==> config.mk <==
export PLATFORM = sky130hd
export DESIGN_NAME = tt2_ctrl
export DESIGN_NICKNAME = d
export VERILOG_FILES = /design/src/rtl/tt2_pkg.sv /design/src/rtl/tt2_ctrl.sv /design/src/rtl/tt2_tick_gen.sv
export SDC_FILE = /design/constraint.sdc
export NUM_CORES = 1
export LEC_CHECK = 0
export ABC_AREA = 1
export BUFFER_PORTS_ARGS = -buffer_cell sky130_fd_sc_hd__buf_2
export CORE_MARGIN = 4
export CORE_UTILIZATION = 45
export CTS_CLUSTER_SIZE = 40
export DETAILED_ROUTE_END_ITERATION = 12
export GPL_TIMING_DRIVEN = 1
export PLACE_DENSITY = 0.73
export SLEW_MARGIN = 30
export SYNTH_ARGS = -nofsm -noshare
export SYNTH_HDL_FRONTEND = slang
export SYNTH_HIERARCHICAL = 1
export SYNTH_SLANG_ARGS = --single-unit
==> constraint.sdc <==
create_clock -name mclk_i -period 2.8 [get_ports mclk_i]
set_input_delay 0.14 -clock mclk_i [delete_from_list [all_inputs] [get_ports mclk_i]]
set_output_delay 0.14 -clock mclk_i [all_outputs]
set_load 0.02 [all_outputs]
==> src/rtl/tt2_pkg.sv <==
// Purpose: Shared constants and carriers for the timer two control block.
// Assumes: One core clock; the special-function bus is synchronous to it.
// Notes: Byte timers, reload pair and control byte all sit on one SFR bus.
// Behaviour
// - High overflow flag sets when upper byte, or full 16-bit count, wraps.
// - Hardware never clears either overflow flag; software writes zero to clear.
// - With timer interrupt enabled, a set high overflow flag requests an interrupt.
// - Low overflow flag sets whenever the low byte wraps, in either mode.
// - With low interrupt enable and timer interrupt, low overflows also request interrupts.
// - Capture enable field turns capture mode on when one, off when zero.
// - Split clear gives one 16-bit auto-reload timer; set gives two 8-bit ones.
// - Outside split mode the counter advances only while run control is one; otherwise the count holds.
// - In split mode run control gates only the upper byte timer.
// - Control bit one reads zero and ignores writes.
// - Without fast select, external clock select picks core clock/12 or external/8.
// - External divided-by-8 source is synchronised to the core clock before use.
// - In split mode one external select serves both bytes; fast selects override.
// - Control register at SFR 0xC8, bit-addressable, resets to all zeros.
// - On 16-bit overflow the reload pair loads into the counter, setting high flag.
// - In capture mode each external falling edge copies count to reload, sets flag.
// - In split mode each byte's fast-clock select one picks core clock directly; outside split mode only the low-byte select does.
package tt2_pkg;
    localparam logic [7:0] TT2_ADDR_CTRL = 8'hC8;
    localparam logic [7:0] TT2_ADDR_RLD_L = 8'hCA;
    localparam logic [7:0] TT2_ADDR_RLD_H = 8'hCB;
    localparam logic [7:0] TT2_ADDR_CNT_L = 8'hCC;
    localparam logic [7:0] TT2_ADDR_CNT_H = 8'hCD;
    localparam logic [7:0] TT2_CTRL_RESET = 8'h00;
    localparam logic [15:0] TT2_WORD_RESET = 16'h0000;
    localparam logic [15:0] TT2_WORD_MAX = 16'hFFFF;
    localparam logic [7:0] TT2_BYTE_MAX = 8'hFF;
    localparam int TT2_BIT_UNUSED = 1;
    localparam int TT2_BIT_HF = 7;
    localparam int TT2_BIT_LF = 6;
    localparam logic [3:0] TT2_PRESCALE_LAST = 4'hB;

    // Control byte, most significant field first.
    typedef struct packed {
        logic hf;
        logic lf;
        logic len;
        logic cen;
        logic split;
        logic run;
        logic unused;
        logic xclk;
    } tt2_ctrl_t;

    // One SFR bus cycle: byte write, byte read and single-bit write.
    typedef struct packed {
        logic wr;
        logic rd;
        logic [7:0] addr;
        logic [7:0] wdata;
        logic bit_wr;
        logic [7:0] bit_addr;
        logic bit_val;
    } tt2_sfr_req_t;
endpackage

==> src/rtl/tt2_ctrl.sv <==
// Purpose: Timer two control/status byte, counter, reload pair and capture.
// Assumes: SFR bus is synchronous to the 20 MHz core clock; the external clock is synchronised to it.
// Notes: Read data appears the cycle after a read strobe and then holds.
`timescale 1ns/10ps
module tt2_ctrl (
    // Clock and reset.
    input wire logic mclk_i,
    input wire logic rst_b_i,
    // Special-function register bus.
    input tt2_pkg::tt2_sfr_req_t sfr_i,
    output logic [7:0] sfr_rdata_o,
    // Interrupt enable from the core and clock selects from clock control.
    input wire logic timer_irq_enable_i,
    input wire logic high_byte_fast_clock_select_i,
    input wire logic low_byte_fast_clock_select_i,
    // External oscillator divided by eight.
    input wire logic ext_clk_div8_i,
    // Interrupt request.
    output logic timer_irq_o
);
    import tt2_pkg::*;

    tt2_ctrl_t ctrl_r;
    tt2_ctrl_t ctrl_nxt;
    logic [15:0] cnt_r;
    logic [15:0] cnt_nxt;
    logic [15:0] rld_r;
    logic [15:0] rld_nxt;
    logic [7:0] rdata_r;
    logic [7:0] rdata_nxt;
    logic irq_r;
    logic irq_nxt;
    logic tick12;
    logic ext_tick;
    logic ext_fall;
    logic tick_l;
    logic tick_h;
    logic hf_set;
    logic lf_set;
    logic ctrl_wr;
    logic ctrl_bit_wr;
    logic capture;

    // Fast select takes the core clock; otherwise the external select chooses.
    function automatic logic sel_tick(input logic fast, input logic xclk,
                                      input logic t12, input logic tx);
        sel_tick = fast ? 1'b1 : (xclk ? tx : t12);
    endfunction

    tt2_tick_gen u_tick (
        .mclk_i(mclk_i),
        .rst_b_i(rst_b_i),
        .ext_clk_div8_i(ext_clk_div8_i),
        .tick12_o(tick12),
        .ext_tick_o(ext_tick),
        .ext_fall_o(ext_fall)
    );

    // Per-byte tick selection and bus decode.
    always_comb begin
        tick_l = sel_tick(low_byte_fast_clock_select_i, ctrl_r.xclk, tick12, ext_tick);
        tick_h = sel_tick(high_byte_fast_clock_select_i, ctrl_r.xclk, tick12, ext_tick);
        ctrl_wr = sfr_i.wr && (sfr_i.addr == TT2_ADDR_CTRL);
        ctrl_bit_wr = sfr_i.bit_wr && (sfr_i.bit_addr[7:3] == TT2_ADDR_CTRL[7:3]);
        capture = ctrl_r.cen && ext_fall;
    end

    // Counter, reload and flag events; software byte writes win over counting.
    always_comb begin
        cnt_nxt = cnt_r;
        rld_nxt = rld_r;
        hf_set = 1'b0;
        lf_set = 1'b0;
        if (!ctrl_r.split) begin
            if (ctrl_r.run && tick_l) begin
                if (cnt_r == TT2_WORD_MAX) begin
                    cnt_nxt = rld_r;
                    hf_set = 1'b1;
                    lf_set = 1'b1;
                end else begin
                    cnt_nxt = 16'(cnt_r + 16'h0001);
                    lf_set = (cnt_r[7:0] == TT2_BYTE_MAX);
                end
            end
        end else begin
            // The low byte ignores run control in split mode.
            if (tick_l) begin
                if (cnt_r[7:0] == TT2_BYTE_MAX) begin
                    cnt_nxt[7:0] = rld_r[7:0];
                    lf_set = 1'b1;
                end else begin
                    cnt_nxt[7:0] = 8'(cnt_r[7:0] + 8'h01);
                end
            end
            if (ctrl_r.run && tick_h) begin
                if (cnt_r[15:8] == TT2_BYTE_MAX) begin
                    cnt_nxt[15:8] = rld_r[15:8];
                    hf_set = 1'b1;
                end else begin
                    cnt_nxt[15:8] = 8'(cnt_r[15:8] + 8'h01);
                end
            end
        end
        if (sfr_i.wr && sfr_i.addr == TT2_ADDR_CNT_L) begin
            cnt_nxt[7:0] = sfr_i.wdata;
        end
        if (sfr_i.wr && sfr_i.addr == TT2_ADDR_CNT_H) begin
            cnt_nxt[15:8] = sfr_i.wdata;
        end
        if (sfr_i.wr && sfr_i.addr == TT2_ADDR_RLD_L) begin
            rld_nxt[7:0] = sfr_i.wdata;
        end
        if (sfr_i.wr && sfr_i.addr == TT2_ADDR_RLD_H) begin
            rld_nxt[15:8] = sfr_i.wdata;
        end
        // A capture overrides a same-cycle reload write so no measurement is lost.
        if (capture) begin
            rld_nxt = cnt_r;
            hf_set = 1'b1;
        end
    end

    // Control byte: byte and bit writes, then hardware sets win over clears.
    always_comb begin
        ctrl_nxt = ctrl_r;
        if (ctrl_wr) begin
            ctrl_nxt = sfr_i.wdata;
        end
        if (ctrl_bit_wr) begin
            ctrl_nxt[sfr_i.bit_addr[2:0]] = sfr_i.bit_val;
        end
        ctrl_nxt[TT2_BIT_UNUSED] = 1'b0;
        ctrl_nxt[TT2_BIT_HF] = ctrl_nxt[TT2_BIT_HF] | hf_set;
        ctrl_nxt[TT2_BIT_LF] = ctrl_nxt[TT2_BIT_LF] | lf_set;
        irq_nxt = timer_irq_enable_i & (ctrl_nxt.hf | (ctrl_nxt.lf & ctrl_nxt.len));
    end

    // Read mux; unmapped addresses read as zero.
    always_comb begin
        rdata_nxt = rdata_r;
        if (sfr_i.rd) begin
            case (sfr_i.addr)
                TT2_ADDR_CTRL: rdata_nxt = ctrl_r;
                TT2_ADDR_RLD_L: rdata_nxt = rld_r[7:0];
                TT2_ADDR_RLD_H: rdata_nxt = rld_r[15:8];
                TT2_ADDR_CNT_L: rdata_nxt = cnt_r[7:0];
                TT2_ADDR_CNT_H: rdata_nxt = cnt_r[15:8];
                default: rdata_nxt = 8'h00;
            endcase
        end
    end

    // All state registers; reset clears everything.
    always_ff @(posedge mclk_i or negedge rst_b_i) begin
        if (!rst_b_i) begin
            ctrl_r <= TT2_CTRL_RESET;
            cnt_r <= TT2_WORD_RESET;
            rld_r <= TT2_WORD_RESET;
            rdata_r <= 8'h00;
            irq_r <= 1'b0;
        end else begin
            ctrl_r <= ctrl_nxt;
            cnt_r <= cnt_nxt;
            rld_r <= rld_nxt;
            rdata_r <= rdata_nxt;
            irq_r <= irq_nxt;
        end
    end

    assign sfr_rdata_o = rdata_r;
    assign timer_irq_o = irq_r;

    logic no_wr;
    assign no_wr = !sfr_i.wr && !sfr_i.bit_wr;
endmodule // tt2_ctrl

==> src/rtl/tt2_tick_gen.sv <==
// Purpose: Count-source ticks: core clock/12 and synchronised external/8 edges.
// Assumes: The external divided clock is far slower than the core clock.
// Notes: Edges are taken from the second and third synchroniser stages only.
`timescale 1ns/10ps
module tt2_tick_gen (
    // Clock and reset.
    input wire logic mclk_i,
    input wire logic rst_b_i,
    // External oscillator divided by eight.
    input wire logic ext_clk_div8_i,
    // Single-cycle tick pulses.
    output logic tick12_o,
    output logic ext_tick_o,
    output logic ext_fall_o
);
    import tt2_pkg::*;

    logic [3:0] pre_r;
    logic [3:0] pre_nxt;
    logic [2:0] sync_r;
    logic [2:0] sync_nxt;

    // Prescaler wraps every twelve cycles; the synchroniser shifts in the input.
    always_comb begin
        pre_nxt = (pre_r == TT2_PRESCALE_LAST) ? 4'h0 : 4'(pre_r + 4'h1);
        sync_nxt = {sync_r[1:0], ext_clk_div8_i};
    end

    always_ff @(posedge mclk_i or negedge rst_b_i) begin
        if (!rst_b_i) begin
            pre_r <= 4'h0;
            sync_r <= 3'h0;
        end else begin
            pre_r <= pre_nxt;
            sync_r <= sync_nxt;
        end
    end

    // Stage zero feeds stage one only, so metastability never reaches an edge detector.
    assign tick12_o = (pre_r == TT2_PRESCALE_LAST);
    assign ext_tick_o = sync_r[1] & ~sync_r[2];
    assign ext_fall_o = ~sync_r[1] & sync_r[2];
endmodule // tt2_tick_gen

==> results.md <==
Clocking:
- The later pin in the worst-skew pair is clocked with a latency of 0.32 ns.
- Counting the buffers created by CTS gives 5.
- The post-CTS setup repair buffer count is 0.
- The clock-pin slew of the registers on the worst-case setup and hold paths is between 0.1 and 0.15 ns.
- The maximum buffer depth of the clock tree is 2.
- The cell sitting at the root of the clock tree is a clkbuf_8.
- Clock tree synthesis found a total of 55 sinks.
- The clock tree from TritonCTS is done.
- The H-tree was split into 2 levels.

Drt:
- The detailed router finished its first iteration with approximately 310 violations.
- In this run the remaining antenna-violating nets after routing total 0.
- The wire length after detailed routing is 11160 um.
- For this block, the via count after detailed routing is 3688.
- The first-pass iteration count of the detailed router is 5.
- The count of unresolved DRC violations after routing is 0.
- Dividing the detail-routed via count by the number of cells gives 5.513.
- The average detailed-routed wire length per instance is 16.67 um.

Synth:
- Yosys attributes the largest share of cell area to dfrtp_1, nand2_1, inv_1.
- Summing the areas of all xor and xnor instances in the mapped netlist gives ~1.5% of the synthesized area.
- Of the synthesized area, sequential elements account for 38.19%.
- The cell count after synthesis is between 500 and 600.
- The cell area that synthesis handed to floorplanning was 3603 um^2.
- The biggest area contributor in the post-synthesis netlist is dfrtp_1.
- The share of async-settable or async-resettable flops after synthesis is 100.0%.
- Dividing the synthesized area by the synthesized cell count gives 6.916 um^2.
- The share of cell area taken by muxes after synthesis is 0%.
- Summing the areas of all compound-gate instances in the mapped netlist gives 17.99% of the synthesized area.
- Yosys mapped the design onto 34 distinct sky130hd cell types.
- The most used flip-flop cell after synthesis is dfrtp_1.
- During synthesis, Yosys emitted a total of 6 warnings.
- The commonest cells after synthesis are nand2_1, inv_1, dfrtp_1.
- The top cell type by area accounts for 38.19% of the synthesized area.
- When the netlist entered floorplanning its net count stood at 558.
- By area, the combinational part of the netlist is dominated by simple AND/OR/NAND/NOR gates.
- The flip-flop and latch count after synthesis is 55.
- Of the total synthesized cell area, the portion taken by AND, OR, NAND and NOR gates is 29.79%.
- The synthesized design contains 0 enable-type register cells.
- The most repeated cell in the gate-level netlist after synthesis is nand2_1.
- The synthesized netlist devotes 1.042% of its cell area to adder and majority cells.

Timing:
- Static timing analysis puts the maximum clock frequency at approximately 450 MHz.
- The final hold slack is between 0.02 and 0.025 ns.
- The number of max-slew violations in the final report came to 0.
- The final hold violation count is 0.
- The share of the clock period used by the worst path after layout is 78.52%.
- In this run the tightest slew margin relative to its limit is 66.72%.
- The number of setup violations in the final report is 0.
- Setup slack on the critical path of the routed design comes to 0.6014 ns.
- The clock period could shrink to ~2.2 ns.
- Between clock sinks in the finished design, the worst skew comes to 0.01263 ns.
- Setup repair after global routing left no endpoint under its margin.
- After routing, the total negative slack on setup checks comes to 0 ns.
- For the pin with the worst max-slew slack, the measured transition is roughly 0.50 ns.

Final layout:
- The number of diodes is 0.
- The finished layout holds approximately 670 standard cells, fillers aside.
- The area growth from synthesis to final layout is 12.67%.
- The core utilization of the finished layout is 52.27%.
- The ratio of cells with drive above 1 in the final layout is ~14%.
- The net count of the finished layout is 603.

Critical path:
- STA classifies the critical path startpoint as a flop.
- Traced cell by cell, the critical path runs through ha_1, nand3_1, inv_1, o21ai_0, nand2_1, o21ai_0, nand2_4, nand2_2, clkinv_2, nand2_1, o221ai_1.
- The register-to-register setup slack is 0.60 ns.
- The count of cells along the worst register-to-register path is 11.
- Data on the critical path arrives at its endpoint at 2.39 ns.
- The maximum fanout encountered on the critical timing path is 8.
- The worst setup path is of the flop to flop kind.
- The required time of the worst setup path is 2.99 ns.
- The worst register-to-register path ends at cnt_r[6]$_DFFE_PN0P_.
- The element type at the critical path end is a flop.
- The worst register-to-register path begins at u_tick/pre_r[0]$_DFF_PN0_.
- Among all stages on the critical path, the largest delay is contributed by dfrtp_1.
- The maximum cell stage delay along the critical path is 0.43 ns.

Floorplan:
- Once the floorplan was initialized, standard cells occupied 46.39% of the core.
- The region available for standard cell placement spans ~8000 um^2.
- The vertical extent of the die is between 90 and 100 um.
- The die is 97.49 um wide.
- The floorplan die area is 9503 um^2.
- For this design the top-level I/O count stands at 43.
- The floorplan has 32 rows.

Worst hold path:
- The path category of the worst min-delay check is input port to flop.
- The endpoint of the worst hold-timing path is timer_irq_o$_DFF_PN0_.
- The cell depth of the worst min-delay path is 3.
- The worst hold path begins at timer_irq_enable_i.

Global routing:
- The first global-routing pass estimated 18380 um of wire.
- The sum of overflow across all layers after global routing is 0.
- The number of global-route vias before repair is ~3600.
- Global routing consumed, over all layers together, 24.02% of the routing resources.
- The number of antenna violations at the first check in global routing was 0.
- Entering global routing, the biggest net connects 26 pins.

Placed design:
- The total placed cells including tap cells is 659.
- In this run the tool buffered the top-level ports with 42 buffer cells.
- Routability-driven placement finished with a final weighted congestion of 0.9486.
- Detailed placement finished with a half-perimeter wire length of 8760 um.
- Before CTS, the worst setup slack after placement is about 0.68 ns.

Power and ir drop:
- The leakage power is 2.115 nW.
- The highest ir drop seen on vdd is 0.2567 mV.
- The ratio of total power to cell area is 610.6 nW/um^2.

Flow run:
- The count of maximum capacitance violations is 0.

Outcome:
- The run finished with clean final reports.
-- placed cells by master, fill, tap and decap left out, types with 2 or more instances in the layout --
master | synthesis | final
o2111ai_1 | 2 | 2
nand2_1 | 137 | 137
a21oi_1 | 25 | 25
nand2_4 | 2 | 2
inv_2 | 4 | 4
dfrtp_1 | 55 | 55
nor2_4 | 2 | 2
nor2_2 | 6 | 6
clkbuf_8 | 0 | 5
buf_2 | 2 | 42
buf_4 | 3 | 3
o211ai_1 | 8 | 8
nand3_1 | 41 | 41
nand2_2 | 3 | 3
o21ai_0 | 39 | 39
nor2_1 | 38 | 38
nor3_1 | 4 | 4
inv_1 | 91 | 91
nand3_2 | 3 | 3
o221ai_1 | 10 | 10
xor2_1 | 5 | 5
nand4_1 | 7 | 7
dlygate4sd3_1 | 0 | 2
ha_1 | 3 | 3
o21bai_1 | 2 | 2
a22oi_1 | 7 | 7
o22ai_1 | 9 | 9
o211ai_2 | 2 | 2
-- worst max-delay path, delay by kind of cell, from the launching register on --
kind | cells | cell delay, ns
and+or+nand+nor | 5 | 0.58
DFF | 1 | 0.43
buffers and inverters | 2 | 0.17
AOI/OAI and AO/OA | 3 | 0.63
adders and majority gates | 1 | 0.24
-- how the worst max path moves through the flow --
stage	cells past startpoint	start	endpoint
finish	11	u_tick/pre_r[0]$_DFF_PN0_	cnt_r[6]$_DFFE_PN0P_
global route	11	u_tick/pre_r[0]$_DFF_PN0_	cnt_r[5]$_DFFE_PN0P_
CTS	11	u_tick/pre_r[0]$_DFF_PN0_	cnt_r[6]$_DFFE_PN0P_
detailed placement	11	u_tick/pre_r[0]$_DFF_PN0_	cnt_r[5]$_DFFE_PN0P_
global placement	11	u_tick/pre_r[0]$_DFF_PN0_	cnt_r[5]$_DFFE_PN0P_
floorplan	11	u_tick/pre_r[0]$_DFF_PN0_	cnt_r[6]$_DFFE_PN0P_
-- final cells by class --
| cell class | instances | area, um^2 |
|---|---|---|
| repair buffers | 47 | 252.7 |
| clock buffers | 5 | 68.82 |
| fillers | 810 | 3707 |
| well taps | 102 | 127.6 |
| clock inverters | 3 | 55.05 |
| flip-flops and latches | 55 | 1376 |
| multi-input cells | 360 | 1812 |
| inverters | 97 | 367.9 |
-- layer usage --
layer	up-vias	GRT usage (%)	wire, um
li1	1789	-	-
met1	1702	32.25	4777
met2	168	38.75	5193
met3	29	3.661	776
met4	0	9.691	408
met5	-	0	0
-- sequential cells by signal (all words and copies together), names as in the netlist --
register	count
ctrl_r	7
u_tick/pre_r	4
rld_r	16
timer_irq_o	1
sfr_rdata_o	8
u_tick/sync_r	3
cnt_r	16
-- cells by family after synthesis --
kind of cell,count (synthesis)
and+or+nand+nor,245
AOI/OAI and AO/OA,106
buffers and inverters,106
DFF,55
xor gates and xnor gates,6
adders and majority gates,3
-- where the power goes --
group	internal (W)	switching [W]	total (W)
Clock	0.000276	0.000295	0.000571
Combinational	0.000270	0.000455	0.000725
Sequential	0.000973	0.000210	0.00118
-- stage by stage --
step	power [W]	area [um^2]
after floorplan	0.001645	3603
after detailed placement	0.001908	3916
after global routing	0.002648	4060
after CTS	0.002480	4060
final	0.002479	4060
after global placement	0.001899	3916
-- timing repair --
action	CTS	global route
setup endpoints to repair	0	0
resized for setup	0	0
hold endpoints to repair	15	0
hold buffers	2	0
(Power assumes the default switching activity.)
